### config.mk
export PLATFORM = sky130hd
export DESIGN_NAME = mfc_engine
export DESIGN_NICKNAME = d
export VERILOG_FILES = /design/src/rtl/mfc_pkg.sv /design/src/rtl/mfc_buf.sv /design/src/rtl/mfc_engine.sv
export VERILOG_INCLUDE_DIRS = /design/src /design/src/rtl
export SDC_FILE = /design/constraint.sdc
export NUM_CORES = 2
export LEC_CHECK = 0
export BUFFER_PORTS_ARGS = -buffer_cell sky130_fd_sc_hd__buf_2
export CORE_AREA = 4 4 338 340
export DETAILED_ROUTE_END_ITERATION = 7
export DIE_AREA = 0 0 342 344
export PLACE_DENSITY = 0.55
export REMOVE_ABC_BUFFERS = 1
export SLEW_MARGIN = 40
export SYNTH_ARGS = -nofsm -noshare
export SYNTH_HDL_FRONTEND = slang
export SYNTH_SLANG_ARGS = --single-unit
### constraint.sdc
create_clock -name clk -period 8 [get_ports clk]
set_clock_uncertainty 0.2 [all_clocks]
set_input_delay 0.8 -clock clk [delete_from_list [all_inputs] [get_ports clk]]
set_output_delay 0.8 -clock clk [all_outputs]
set_load 0.02 [all_outputs]
### src/rtl/mfc_params.svh
// Constants for the memory fill and compare engine: offsets, flag positions, codes.
`ifndef MFC_PARAMS_SVH
`define MFC_PARAMS_SVH
// ----------------------------------------------------------------------------
// Operation codes
// ----------------------------------------------------------------------------
`define MFC_OP_FILL 8'h04
`define MFC_OP_CMP 8'h05
// ----------------------------------------------------------------------------
// Descriptor bit positions (byte offset times eight)
// ----------------------------------------------------------------------------
`define MFC_DESC_W 512
`define MFC_D_FLAGS 32
`define MFC_D_OP 56
`define MFC_D_CRA 64
`define MFC_D_PATLO 128
`define MFC_D_SRC1 128
`define MFC_D_DST 192
`define MFC_D_SRC2 192
`define MFC_D_SIZE 256
`define MFC_D_PATHI 320
`define MFC_D_EXP 320
// ----------------------------------------------------------------------------
// Flag bits within the 24-bit flags field
// ----------------------------------------------------------------------------
`define MFC_F_PAT16 18
`define MFC_F_CHECK 7
`define MFC_F_FILL_RSVD 24'hfb0000
// ----------------------------------------------------------------------------
// Completion record bit positions and codes, then pattern byte index masks
// ----------------------------------------------------------------------------
`define MFC_CREC_W 128
`define MFC_R_STATUS 0
`define MFC_R_RESULT 8
`define MFC_R_FINFO 16
`define MFC_R_BYTES 32
`define MFC_R_FADDR 64
`define MFC_ST_SUCCESS 8'h01
`define MFC_ST_FALSE_PRED 8'h02
`define MFC_ST_PAGE_FAULT 8'h03
`define MFC_ST_BAD_FLAGS 8'h10
`define MFC_ST_BAD_OP 8'h11
`define MFC_FI_READ 8'h00
`define MFC_FI_WRITE 8'h01
`define MFC_PMASK8 4'h7
`define MFC_PMASK16 4'hf
`endif

### src/rtl/mfc_pkg.sv
// Types shared by the memory fill and compare engine.
package mfc_pkg;
   // -------------------------------------------------------------------------
   // Engine states, one-hot
   // -------------------------------------------------------------------------
   typedef enum logic [5:0] {
      st_idle = 6'h01,
      st_fill = 6'h02,
      st_rd1 = 6'h04,
      st_wt1 = 6'h08,
      st_rd2 = 6'h10,
      st_wt2 = 6'h20
   } mfc_state_t;
   // -------------------------------------------------------------------------
   // Write beat carried through the buffer
   // -------------------------------------------------------------------------
   typedef struct packed {
      logic [63:0] addr;
      logic [7:0] data;
   } mfc_wbeat_t;
endpackage

### src/rtl/mfc_buf.sv
// Small FIFO that decouples the fill byte stream from the memory write port.
`timescale 1ns/1ps
module mfc_buf #(
   parameter int W = 72,
   parameter int DEPTH = 2
) (
   input wire logic clk,
   input wire logic rst,
   input wire logic ce,
   input wire logic flush,
   input wire logic in_valid,
   output logic in_ready,
   input wire logic [W-1:0] in_data,
   output logic out_valid,
   input wire logic out_ready,
   output logic [W-1:0] out_data
);
   localparam int AW = (DEPTH > 1) ? $clog2(DEPTH) : 1;

   generate
      if (DEPTH < 2 || (DEPTH & (DEPTH - 1)) != 0 || W < 1) begin : g_bad
         $error("mfc_buf: DEPTH must be a power of two of at least 2");
      end
   endgenerate

   logic [W-1:0] mem [DEPTH];
   logic [AW-1:0] wp, rp, next_wp, next_rp;
   logic [AW:0] cnt, next_cnt;
   logic push, pop;

   assign in_ready = ce && (cnt != (AW+1)'(DEPTH));
   assign out_valid = ce && (cnt != '0);
   assign out_data = mem[rp];
   assign push = in_valid && in_ready;
   assign pop = out_valid && out_ready;

   always_comb begin
      next_wp = wp;
      next_rp = rp;
      next_cnt = cnt;
      if (flush) begin
         next_wp = '0;
         next_rp = '0;
         next_cnt = '0;
      end else begin
         if (push) begin
            next_wp = wp + 1'b1;
         end
         if (pop) begin
            next_rp = rp + 1'b1;
         end
         next_cnt = cnt + (AW+1)'(push) - (AW+1)'(pop);
      end
   end

   always_ff @(posedge clk) begin
      if (rst) begin
         wp <= '0;
         rp <= '0;
         cnt <= '0;
      end else if (ce) begin
         wp <= next_wp;
         rp <= next_rp;
         cnt <= next_cnt;
      end
   end

   // Storage carries no reset; occupancy alone says what is valid.
   always_ff @(posedge clk) begin
      if (ce && push && !flush) begin
         mem[wp] <= in_data;
      end
   end
endmodule

### src/rtl/mfc_engine.sv
// Fill and compare execution engine with completion record output.
`timescale 1ns/1ps
`include "mfc_params.svh"

// Functional notes
// - Fill opcode writes pattern repeatedly, exactly transfer-size bytes.
// - Pattern flag clear: 8-byte lower pattern; set: lower then upper bytes.
// - Fill length need not be pattern multiple; last copy truncated.
// - Fill works at any destination alignment and any length.
// - Fill page fault reports destination bytes written before fault.
// - Compare opcode compares transfer-size bytes of source1 and source2, unaligned.
// - Compare result zero when identical, one on any difference.
// - On mismatch, bytes completed is offset of first difference.
// - Compare fault reports result zero; earlier mismatch wins over fault.
// - Check flag set: success when result equals expected, else false predicate.
// - Only bit zero of expected-result byte is used.
// - False predicate from compare is held for later fenced descriptors.
module mfc_engine #(
   parameter int BUF_DEPTH = 2
) (
   input wire logic clk,
   input wire logic rst,
   input wire logic ce,
   input wire logic desc_valid,
   output logic desc_ready,
   input wire logic [`MFC_DESC_W-1:0] desc,
   input wire logic wide_pattern_fill_capability,
   input wire logic batch_start,
   output logic batch_pred_false,
   output logic wr_valid,
   input wire logic wr_ready,
   input wire logic wr_fault,
   output mfc_pkg::mfc_wbeat_t wr_beat,
   output logic rd_valid,
   input wire logic rd_ready,
   output logic [63:0] rd_addr,
   input wire logic rd_rsp_valid,
   input wire logic rd_rsp_fault,
   input wire logic [7:0] rd_rsp_data,
   output logic cr_valid,
   input wire logic cr_ready,
   output logic [63:0] cr_addr,
   output logic [`MFC_CREC_W-1:0] cr_data
);
   generate
      if (BUF_DEPTH < 2) begin : g_bad
         $error("mfc_engine: BUF_DEPTH must be at least 2");
      end
   endgenerate

   // -------------------------------------------------------------------------
   // Record packing and compare status
   // -------------------------------------------------------------------------
   function automatic logic [`MFC_CREC_W-1:0] pack_rec(input logic [7:0] st,
         input logic [7:0] res, input logic [7:0] fi, input logic [31:0] nb,
         input logic [63:0] fa);
      logic [`MFC_CREC_W-1:0] r;
      r = '0;
      r[`MFC_R_STATUS +: 8] = st;
      r[`MFC_R_RESULT +: 8] = res;
      r[`MFC_R_FINFO +: 8] = fi;
      r[`MFC_R_BYTES +: 32] = nb;
      r[`MFC_R_FADDR +: 64] = fa;
      return r;
   endfunction

   function automatic logic [7:0] cmp_status(input logic res, input logic chk,
         input logic exp_bit);
      if (chk && (res != exp_bit)) begin
         return `MFC_ST_FALSE_PRED;
      end
      return `MFC_ST_SUCCESS;
   endfunction

   // -------------------------------------------------------------------------
   // State
   // -------------------------------------------------------------------------
   mfc_pkg::mfc_state_t state, next_state;
   logic [63:0] base, next_base, src2, next_src2, next_rd_addr, next_cr_addr;
   logic [127:0] pat, next_pat;
   logic [31:0] size, next_size, idx, next_idx, done_cnt, next_done_cnt;
   logic pat16, next_pat16, chk, next_chk, exp_bit, next_exp_bit;
   logic [7:0] b1, next_b1;
   logic rec, next_rec, next_pred;
   logic [`MFC_CREC_W-1:0] next_cr_data;

   logic [23:0] d_flags;
   logic [7:0] d_op;
   logic [31:0] d_size;
   logic [3:0] pidx;
   logic push_valid, push_ready, flush, wr_take;
   mfc_pkg::mfc_wbeat_t push_beat;

   assign d_flags = desc[`MFC_D_FLAGS +: 24];
   assign d_op = desc[`MFC_D_OP +: 8];
   assign d_size = desc[`MFC_D_SIZE +: 32];
   assign desc_ready = ce && (state == mfc_pkg::st_idle) && !rec;
   assign cr_valid = ce && rec;
   assign rd_valid = ce && (state == mfc_pkg::st_rd1 || state == mfc_pkg::st_rd2);
   assign wr_take = wr_valid && wr_ready;

   // pattern byte index wraps at 8 or 16 bytes; truncates naturally
   assign pidx = idx[3:0] & (pat16 ? `MFC_PMASK16 : `MFC_PMASK8);
   // byte-wise stream: any address and length
   assign push_valid = (state == mfc_pkg::st_fill) && (idx != size);
   assign push_beat.addr = base + 64'(idx);
   assign push_beat.data = pat[{pidx, 3'h0} +: 8];
   assign flush = (state == mfc_pkg::st_fill) && wr_take && wr_fault;

   mfc_buf #(
      .W($bits(mfc_pkg::mfc_wbeat_t)),
      .DEPTH(BUF_DEPTH)
   ) u_buf (
      .clk(clk),
      .rst(rst),
      .ce(ce),
      .flush(flush),
      .in_valid(push_valid),
      .in_ready(push_ready),
      .in_data(push_beat),
      .out_valid(wr_valid),
      .out_ready(wr_ready),
      .out_data(wr_beat)
   );

   // -------------------------------------------------------------------------
   // Next-state logic
   // -------------------------------------------------------------------------
   always_comb begin
      next_state = state;
      next_base = base;
      next_src2 = src2;
      next_pat = pat;
      next_size = size;
      next_idx = idx;
      next_done_cnt = done_cnt;
      next_pat16 = pat16;
      next_chk = chk;
      next_exp_bit = exp_bit;
      next_b1 = b1;
      next_rec = rec;
      next_rd_addr = rd_addr;
      next_cr_addr = cr_addr;
      next_cr_data = cr_data;
      next_pred = batch_pred_false;
      // a new batch clears the held predicate
      if (batch_start) begin
         next_pred = 1'b0;
      end
      if (cr_valid && cr_ready) begin
         next_rec = 1'b0;
      end
      case (state)
         mfc_pkg::st_idle: begin
            if (desc_valid && desc_ready) begin
               next_cr_addr = desc[`MFC_D_CRA +: 64];
               next_size = d_size;
               next_idx = '0;
               next_done_cnt = '0;
               // fill fields at their descriptor offsets
               next_pat = {desc[`MFC_D_PATHI +: 64], desc[`MFC_D_PATLO +: 64]};
               next_base = (d_op == `MFC_OP_FILL) ? desc[`MFC_D_DST +: 64] :
                                                    desc[`MFC_D_SRC1 +: 64];
               next_src2 = desc[`MFC_D_SRC2 +: 64];
               next_pat16 = d_flags[`MFC_F_PAT16];
               next_chk = d_flags[`MFC_F_CHECK];
               // only the low bit of expected result
               next_exp_bit = desc[`MFC_D_EXP];
               next_rd_addr = desc[`MFC_D_SRC1 +: 64];
               if (d_op == `MFC_OP_FILL) begin
                  // refuse reserved flags or unsupported wide pattern
                  if ((d_flags & `MFC_F_FILL_RSVD) != '0 ||
                      (d_flags[`MFC_F_PAT16] && !wide_pattern_fill_capability)) begin
                     next_cr_data = pack_rec(`MFC_ST_BAD_FLAGS, 8'h00, 8'h00, 32'h0, 64'h0);
                     next_rec = 1'b1;
                  end else begin
                     next_state = mfc_pkg::st_fill;
                  end
               end else if (d_op == `MFC_OP_CMP) begin
                  if (d_size == '0) begin
                     next_cr_data = pack_rec(cmp_status(1'b0, d_flags[`MFC_F_CHECK],
                        desc[`MFC_D_EXP]), 8'h00, 8'h00, 32'h0, 64'h0);
                     next_pred = next_pred || (d_flags[`MFC_F_CHECK] && desc[`MFC_D_EXP]);
                     next_rec = 1'b1;
                  end else begin
                     next_state = mfc_pkg::st_rd1;
                  end
               end else begin
                  next_cr_data = pack_rec(`MFC_ST_BAD_OP, 8'h00, 8'h00, 32'h0, 64'h0);
                  next_rec = 1'b1;
               end
            end
         end
         mfc_pkg::st_fill: begin
            if (push_valid && push_ready) begin
               next_idx = idx + 32'h1;
            end
            if (flush) begin
               // report bytes accepted before the faulting write
               next_cr_data = pack_rec(`MFC_ST_PAGE_FAULT, 8'h00, `MFC_FI_WRITE, done_cnt,
                                       wr_beat.addr);
               next_rec = 1'b1;
               next_state = mfc_pkg::st_idle;
            end else if (wr_take) begin
               next_done_cnt = done_cnt + 32'h1;
            end else if (done_cnt == size) begin
               // done after exactly transfer-size bytes written
               next_cr_data = pack_rec(`MFC_ST_SUCCESS, 8'h00, 8'h00, size, 64'h0);
               next_rec = 1'b1;
               next_state = mfc_pkg::st_idle;
            end
         end
         mfc_pkg::st_rd1, mfc_pkg::st_rd2: begin
            if (rd_ready && ce) begin
               next_state = (state == mfc_pkg::st_rd1) ? mfc_pkg::st_wt1 : mfc_pkg::st_wt2;
            end
         end
         mfc_pkg::st_wt1, mfc_pkg::st_wt2: begin
            if (rd_rsp_valid) begin
               if (rd_rsp_fault) begin
                  // fault with no difference seen reports result zero
                  next_cr_data = pack_rec(`MFC_ST_PAGE_FAULT, 8'h00, `MFC_FI_READ, idx,
                                          rd_addr);
                  next_rec = 1'b1;
                  next_state = mfc_pkg::st_idle;
               end else if (state == mfc_pkg::st_wt1) begin
                  next_b1 = rd_rsp_data;
                  next_rd_addr = src2 + 64'(idx);
                  next_state = mfc_pkg::st_rd2;
               end else if (rd_rsp_data != b1) begin
                  // result one; bytes completed is this offset
                  next_cr_data = pack_rec(cmp_status(1'b1, chk, exp_bit), 8'h01, 8'h00, idx,
                                          64'h0);
                  next_pred = next_pred || (chk && !exp_bit);
                  next_rec = 1'b1;
                  next_state = mfc_pkg::st_idle;
               end else if (idx + 32'h1 == size) begin
                  next_cr_data = pack_rec(cmp_status(1'b0, chk, exp_bit), 8'h00, 8'h00,
                                          32'h0, 64'h0);
                  next_pred = next_pred || (chk && exp_bit);
                  next_rec = 1'b1;
                  next_state = mfc_pkg::st_idle;
               end else begin
                  next_idx = idx + 32'h1;
                  next_rd_addr = base + 64'(idx + 32'h1);
                  next_state = mfc_pkg::st_rd1;
               end
            end
         end
         default: begin
            next_state = mfc_pkg::st_idle;
         end
      endcase
   end

   always_ff @(posedge clk) begin
      if (rst) begin
         state <= mfc_pkg::st_idle;
         base <= '0;
         src2 <= '0;
         pat <= '0;
         size <= '0;
         idx <= '0;
         done_cnt <= '0;
         pat16 <= 1'b0;
         chk <= 1'b0;
         exp_bit <= 1'b0;
         b1 <= '0;
         rec <= 1'b0;
         rd_addr <= '0;
         cr_addr <= '0;
         cr_data <= '0;
         batch_pred_false <= 1'b0;
      end else if (ce) begin
         state <= next_state;
         base <= next_base;
         src2 <= next_src2;
         pat <= next_pat;
         size <= next_size;
         idx <= next_idx;
         done_cnt <= next_done_cnt;
         pat16 <= next_pat16;
         chk <= next_chk;
         exp_bit <= next_exp_bit;
         b1 <= next_b1;
         rec <= next_rec;
         rd_addr <= next_rd_addr;
         cr_addr <= next_cr_addr;
         cr_data <= next_cr_data;
         batch_pred_false <= next_pred;
      end
   end

   // -------------------------------------------------------------------------
   // Assertions
   // -------------------------------------------------------------------------
   a_fill_bound: assert property (@(posedge clk) disable iff (rst)
      (state == mfc_pkg::st_fill && wr_take) |-> (wr_beat.addr - base) < 64'(size))
      else $error("fill write outside destination region");
   a_fill_done: assert property (@(posedge clk) disable iff (rst)
      (ce && state == mfc_pkg::st_fill && !wr_take && done_cnt == size) |=>
      (rec && cr_data[`MFC_R_BYTES +: 32] == $past(size) &&
       cr_data[`MFC_R_STATUS +: 8] == `MFC_ST_SUCCESS))
      else $error("fill did not finish with full byte count");
   a_fill_fault: assert property (@(posedge clk) disable iff (rst)
      (ce && flush) |=> (rec && cr_data[`MFC_R_BYTES +: 32] == $past(done_cnt) &&
       cr_data[`MFC_R_FADDR +: 64] == $past(wr_beat.addr)))
      else $error("fill fault record wrong");
   a_bad_flags: assert property (@(posedge clk) disable iff (rst)
      (desc_valid && desc_ready && d_op == `MFC_OP_FILL &&
       (d_flags & `MFC_F_FILL_RSVD) != '0) |=>
      (state == mfc_pkg::st_idle && rec && cr_data[`MFC_R_STATUS +: 8] == `MFC_ST_BAD_FLAGS))
      else $error("reserved fill flags not refused");
   a_pat_width: assert property (@(posedge clk) disable iff (rst)
      (push_valid && !pat16) |-> push_beat.data == pat[{1'b0, idx[2:0], 3'h0} +: 8])
      else $error("narrow pattern used upper bytes");
   a_cmp_addr: assert property (@(posedge clk) disable iff (rst)
      (rd_valid && state == mfc_pkg::st_rd2) |-> rd_addr == src2 + 64'(idx))
      else $error("second source address wrong");
   a_cmp_miss: assert property (@(posedge clk) disable iff (rst)
      (ce && state == mfc_pkg::st_wt2 && rd_rsp_valid && !rd_rsp_fault && rd_rsp_data != b1)
      |=> (rec && cr_data[`MFC_R_RESULT +: 8] == 8'h01 &&
           cr_data[`MFC_R_BYTES +: 32] == $past(idx)))
      else $error("mismatch offset or result wrong");
   a_cmp_fault: assert property (@(posedge clk) disable iff (rst)
      (ce && (state == mfc_pkg::st_wt1 || state == mfc_pkg::st_wt2) && rd_rsp_valid &&
       rd_rsp_fault) |=> (cr_data[`MFC_R_RESULT +: 8] == 8'h00 &&
       cr_data[`MFC_R_STATUS +: 8] == `MFC_ST_PAGE_FAULT))
      else $error("compare fault record wrong");
   a_pred_hold: assert property (@(posedge clk) disable iff (rst)
      (ce && !rec && next_rec && next_cr_data[`MFC_R_STATUS +: 8] == `MFC_ST_FALSE_PRED)
      |=> batch_pred_false ##1 (batch_pred_false || $past(batch_start)))
      else $error("false predicate not held");
endmodule

Word level (Yosys, flattened, before mapping)
Memory sizes are Yosys's and may differ from the RTL's. A register that Yosys moved wholly into a read port is not among the register bits. Index checks and enable logic that the tools add are counted.

Memories: 1. RAM bits: 144. Word-level logic and storage cells: 227. Output and inout bits: 333. Register bits after elaboration: 631. Input bits: 532.

Bitwise logic cells: 3. Add/subtract/negate cells: 10. Mux-type cells: 110. Eq/ne operators: 34. Shift-type cells: 1. Reductions and logical operators: 49.

Memory list: u_buf.mem (words 2, width 72, read ports 1, clocked after memory_dff 1, wr ports 1, RTL line mfc_buf.sv:26) `logic [W-1:0] mem [DEPTH];`.

Operator list (count): $mux 128 (13); $mux 64 (7); $pmux 128 s3 (1); $mux 32 (9); $add 64x32->64 (2); $pmux 64 s2 (1); $shiftx 128x8->8 (1); $pmux 32 s3 (1); $mux 6 (11); $add 32x1->32 const B (2); $add 64x33->64 (1); $eq 32x32->1 (2); $pmux 32 s2 (1); $mux 1 (51); $mux 8 (6); $add 32x1->33 const B (1); $logic_not 32->1 (1); $ne 32x32->1 (1); $pmux 6 s4 (1); $reduce_bool 24->1 (1); $logic_and 1x1->1 (21); $reduce_and 9->1 (2); $eq 8x3->1 const B (2); $ne 2x2->1 const B (8); other kinds (34) (60).

Logic depth before layout (Yosys ltp)
Word-level depth: 15. Depth in mapped cells: 16. Gate-level depth less buffers: 14.

Hierarchy
From an unflattened synthesis, not the netlist that was laid out.

Cells, all modules: 4572. Area, all modules: 39260.2 µm².

Modules (own cells, without submodules): mfc_engine (cells an instance 4316, seq. area each 11991.5 µm², times used 1, area an instance 33801.2 µm²); mfc_buf (cells an instance 256, seq. area each 4424.2 µm², times used 1, area an instance 5459.0 µm²).

Worst setup path before layout
Ideal clock, no wire load.

Path kind: input -> register. From: input port ce. To: memory u_buf.mem[0][0] (enable). Data required time: 7.298 ns. Buffers on the path: 2. Stages: 8. Arrival: 4.877 ns. Slack: 2.420 ns. Library setup time: 0.502 ns. Cell sequence: clkbuf_1 > o21a_1 > nand2_1 > inv_1 > nand3_1 > clkbuf_1 > nand2_1 > nor2_1.

Cells in the longest elaborated chain, start to end: 8. Elaborated cells between the ends (all ways): 11. Those cells by class: mux: 2; reduce/logical: 9.

Ends and longest elaborated chain: start, declared (RTL line mfc_engine.sv:23) `input wire logic ce,`; $logic_and 1x1->1 (RTL line mfc_buf.sv:32) `assign out_valid = ce && (cnt != '0);`; named net wr_valid (RTL line mfc_engine.sv:30) `output logic wr_valid,`; $logic_and 1x1->1 (RTL line mfc_engine.sv:100) `assign wr_take = wr_valid && wr_ready;`; $logic_and 1x1->1 (2 in series) (RTL line mfc_engine.sv:108) `assign flush = (state == mfc_pkg::st_fill) && wr_take && wr_fault;`; $logic_not 1->1 (RTL line mfc_buf.sv:70) `if (ce && push && !flush) begin`; $logic_and 1x1->1 (RTL line mfc_buf.sv:70); $mux 1 (RTL line mfc_buf.sv:70); $mux 1 (implied by the code) (RTL line mfc_buf.sv:71) `mem[wp] <= in_data;`; end, declared (RTL line mfc_buf.sv:26).

The timed path passes the listed nets, and every way through them passes these cells.

Worst setup path in the final report
From: register idx[1]. To: register rd_addr[53].

Cells in the longest elaborated chain, start to end: 8. Elaborated cells between the ends (all ways): 13. Those cells by class: add/sub: 4; eq/ne: 2; mux: 6; reduce/logical: 1.

Ends and longest elaborated chain: start, declared (RTL line mfc_engine.sv:81) `logic [31:0] size, next_size, idx, next_idx, done_cnt, next_done_cnt;`; start signal, assigned (RTL line mfc_engine.sv:280) `idx <= next_idx;`; $add 32x1->33 (RTL line mfc_engine.sv:245) `next_rd_addr = base + 64'(idx + 32'h1);`; $add 64x33->64 (RTL line mfc_engine.sv:245); $mux 64 (RTL line mfc_engine.sv:237) `end else if (idx + 32'h1 == size) begin`; $mux 64 (RTL line mfc_engine.sv:230) `end else if (rd_rsp_data != b1) begin`; $mux 64 (RTL line mfc_engine.sv:226) `end else if (state == mfc_pkg::st_wt1) begin`; $mux 64 (RTL line mfc_engine.sv:220) `if (rd_rsp_fault) begin`; $mux 64 (RTL line mfc_engine.sv:219) `if (rd_rsp_valid) begin`; $pmux 64 s2 (RTL line mfc_engine.sv:153) `case (state)`; end signal, assigned (RTL line mfc_engine.sv:287) `rd_addr <= next_rd_addr;`; end, declared (RTL line mfc_engine.sv:36) `output logic [63:0] rd_addr,`.

Parallel ways exist; a longest one is shown, timed or not. The select of a mux whose other input is x is not followed. A chain may end at the register's enable or synchronous reset.

==> key figures <==
Floorplan
  – Die ar.: ~120,000 sq um
  – Die height: 344 um
  – Row count: 123
  – Io pins: slightly below 900
  – Core Box Area: 112,000 sq um
  – Initial Util: 0.348
  – Chip width: 342 um

GRT
  – GRT Total Usage: 0.263
  – Largest net degree at the start of global routing: 183
  – Number of global-route vias before repair: approximately 34,000
  – First-pass GRT wire length: 232,000 um
  – Total gr overflow: 0
  – Initial antenna violation count: 35

Synthesis
  – Area leader, netlist: dfxtp_1
  – Share of the synthesized area in the top cell type: 0.311
  – Main synth FF type: dfxtp_1
  – Cell variety after synth: 85
  – Yosys Warn Count: 0
  – Post-Syn Instances: 4,526
  – Yosys reg bits: 748
  – Sequential fraction of the synthesis area: 0.423
  – Post-synth ARST share: 0
  – Avg Cell Area, Syn: 8.58 sq um
  – Post-synth EDFFs: 144
  – Area of the mapped netlist: 38,900 sq um
  – Area contributors post-synth: dfxtp_1, edfxtp_1, nand2_1, a21oi_1, xor2_1

STA
  – Fin crit period: between 5 and 6 ns
  – Max-Slew Margin vs Limit: 0.353
  – Final setup viols: 0
  – Tcrit/Tclk final: 0.667
  – Final Max Tran Viols: 0
  – Final hold vios: 0
  – Unrepaired setup endpoints after global routing: no
  – FMAX: 187 MHz
  – Slew at the pin with the worst max-slew slack: 0.970 ns

Pwr
  – Overall Power: about 9.5 mW
  – Worst vdd ir: 130 uV
  – PD cells: 205 nW/um^2
  – Static leakage: 17.4 nW

Clocking
  – CTS Buffer Depth: 3
  – Cts bufs inserted: 87
  – CTS-repair resized insts: 0
  – Hold-fix buffers, CTS: 0
  – Htree depth: 3
  – # Post-CTS Setup Buffers: 0
  – Later-pin clock latency in the skew report: 0.69 ns
  – Clk pin slew, worst setup/hold paths: 0.06 ns
  – CTS root buf: clkbuf_16
  – Clk sink count: 748
  – TritonCTS clock tree: yes

Detailed routing
  – Vias per inst: 5.55
  – Via count: 36,300
  – Final ANT Viol Nets: 0
  – Drt pass-1 iters: 7
  – Post-Route WL: 162,000 um
  – Initial DRC count: roughly 3,100
  – Routed len/inst: 24.8 um
  – Drc violations: 0

Cells and area
  – Post-layout nets: between 5,000 and 6,000
  – Fin area: ~46,000 sq um
  – Fill cell count: roughly 11,000
  – Register area: 16,400 sq um
  – Share of layout cells above drive strength 1: 0.197
  – Multi-input gate area: 20,900 sq um
  – P&R area growth vs syn: 18.7%

Worst setup path
  – R2R Setup Slk: 2.67 ns
  – Reg2reg path depth: 12
  – Crit Path Max Fanout: 31
  – CP endpoint: rd_addr[53]
  – Worst r2r src: idx[1]
  – CP startpoint kind: flip-flop
  – Setup crit start: idx[1]
  – Kind of critical path: reg2reg
  – Crit end category: flip-flop
  – Reg2reg end: rd_addr[53]
  – Worst path arrival time: roughly 5.7 ns
  – CP required: about 8.4 ns

Status
  – Status: finished, final reports clean

Worst hold path
  – Hold crit path type: in2reg

Placement
  – Dpl hpwl: 121,000 um
  – PortBufs: 630
  – GPL Wtd Cong: 0.930
  – Area post-placement: ~43,000 sq um

Run
  – Max-cap viol count: 0
[registers in the layout, summed over array words and instances, names as in the netlist, named ones only]
| signal | flops |
|---|---|
| done_cnt | 32 |
| pat16 | 1 |
| u_buf.rp | 1 |
| u_buf.mem | 144 |
| src2 | 64 |
| base | 64 |
| cr_addr | 64 |
| rd_addr | 64 |
| u_buf.wp | 1 |
| chk | 1 |
| rec | 1 |
| cr_data | 101 |
| idx | 32 |
| state | 6 |
| size | 32 |
| batch_pred_false | 1 |
| u_buf.cnt | 2 |
| pat | 128 |
| b1 | 8 |
[layout make-up]
| type | count | share of cell area |
|---|---|---|
| diodes | 17 | 0.000923 |
| clock buffers | 118 | 0.0510 |
| clock inverters | 44 | 0.0131 |
| inverters | 53 | 0.00431 |
| multi-input cells | 3369 | 0.453 |
| flip-flops and latches | 748 | 0.356 |
| well taps | 1500 | 0.0407 |
| repair buffers | 688 | 0.0811 |
[cell usage after synthesis (10+ instances only)]
master     count
nor4_1        41
o21a_1        17
and4_1        17
xor2_1       149
a31oi_1       15
inv_1         53
ha_1          69
a211oi_1     131
o2bb2ai_1     66
buf_4         31
a221oi_1      38
a21o_1        14
and3_1        63
nor2_1       322
and2_1        28
mux2_2        72
or3_1         41
edfxtp_1     144
buf_2         28
xnor2_1      144
o21bai_1      13
nor2b_1       15
o22ai_1       16
clkbuf_1     308
dfxtp_1      604
nor3_1        62
nand2_1      803
buf_1         13
nand4_1       64
mux4_2        40
nand2b_1      25
o21ai_0      141
nand3_1       84
a21oi_1      509
mux2i_1       77
o211ai_1      42
a21boi_0      10
a22oi_1       68
[report_power, final]
group	switching (mW)	total [mW]	internal, mW
Sequential	0.160	4.17	4.01
Combinational	0.751	1.12	0.374
Clock	1.73	4.17	2.44
Total	2.64	9.47	6.83
[logic make-up (layout without fill, tap and decap cells)]
| logic type | Yosys count | after routing | synth area share |
|---|---|---|---|
| buffers and inverters | 435 | 903 | 0.0460 |
| XOR/XNOR | 293 | 293 | 0.0661 |
| flip-flops | 748 | 748 | 0.423 |
| adder cells (fa/ha/maj) | 72 | 72 | 0.0238 |
| AO/OA/AOI/OAI | 1172 | 1172 | 0.190 |
| multiplexers | 190 | 190 | 0.0642 |
| AND/OR/NAND/NOR | 1615 | 1615 | 0.187 |
| other | 1 | 44 | 0.0000965 |
[stage by stage]
stage	setup WS, ns	setup TNS [ns]	cells	hold slack (ns)	utilization
after floorplan	-7.16	-2365.08	4170	0.227	-
after global placement	2.71	0	6351	0.239	0.385
after detailed placement	2.65	0	6355	0.242	0.386
after CTS	2.63	0	6517	0.107	0.412
after global routing	2.40	0	6522	0.132	0.413
final	2.67	0	6537	0.150	0.413
[worst min-delay path by stage]
stage | start | endpoint | slack (ns) | cells after the start
2_1_floorplan | pat[112] | pat[112] | 0.23 | 2
3_3_place_gp | cr_addr[28] | cr_addr[28] | 0.24 | 2
3_5_place_dp | cr_data[104] | cr_data[104] | 0.24 | 1
4_1_cts | desc[339] | pat[83] | 0.11 | 3
5_1_grt | desc[105] | cr_addr[41] | 0.13 | 3
6_report | desc[115] | cr_addr[51] | 0.15 | 3
[layout by cell type (no fill, tap or decap), types with 25 or more instances in the layout]
cell type	instances
nand2_1	801
buf_2	629
dfxtp_1	601
a21oi_1	508
nor2_1	316
xor2_1	149
xnor2_1	144
edfxtp_1	144
o21ai_0	141
a211oi_1	131
clkbuf_16	87
nand3_1	83
mux2i_1	77
mux2_2	72
ha_1	69
a22oi_1	68
o2bb2ai_1	66
nand4_1	64
nor3_1	61
and3_1	61
inv_1	52
o211ai_1	42
or3_1	41
buf_4	41
mux4_2	40
nor4_1	39
a221oi_1	38
and2_1	27
conb_1	27
clkbuf_1	25
[critical path: stages (launching register included)]
cell       delay, ns
dfxtp_2         0.72
ha_1            0.45
nand4_1         0.44
nor4_2          0.64
a311o_1         0.28
o22ai_1         0.07
a21oi_1         0.15
or3_1           0.27
o21ai_1         0.19
a21oi_4         0.69
buf_4           0.51
o2111ai_1       0.38
a21oi_1         0.22
[routing by layer]
layer | global-route usage | part of all wire | vias up
met3 | 0.0611 | 0.090 | 226
li1 | - | - | 17000
met4 | 0.0651 | 0.023 | 22
met1 | 0.366 | 0.45 | 17500
met2 | 0.412 | 0.44 | 1444
met5 | 0 | 0.00079 | -
Note: power is estimated with default switching activity, not from simulation.
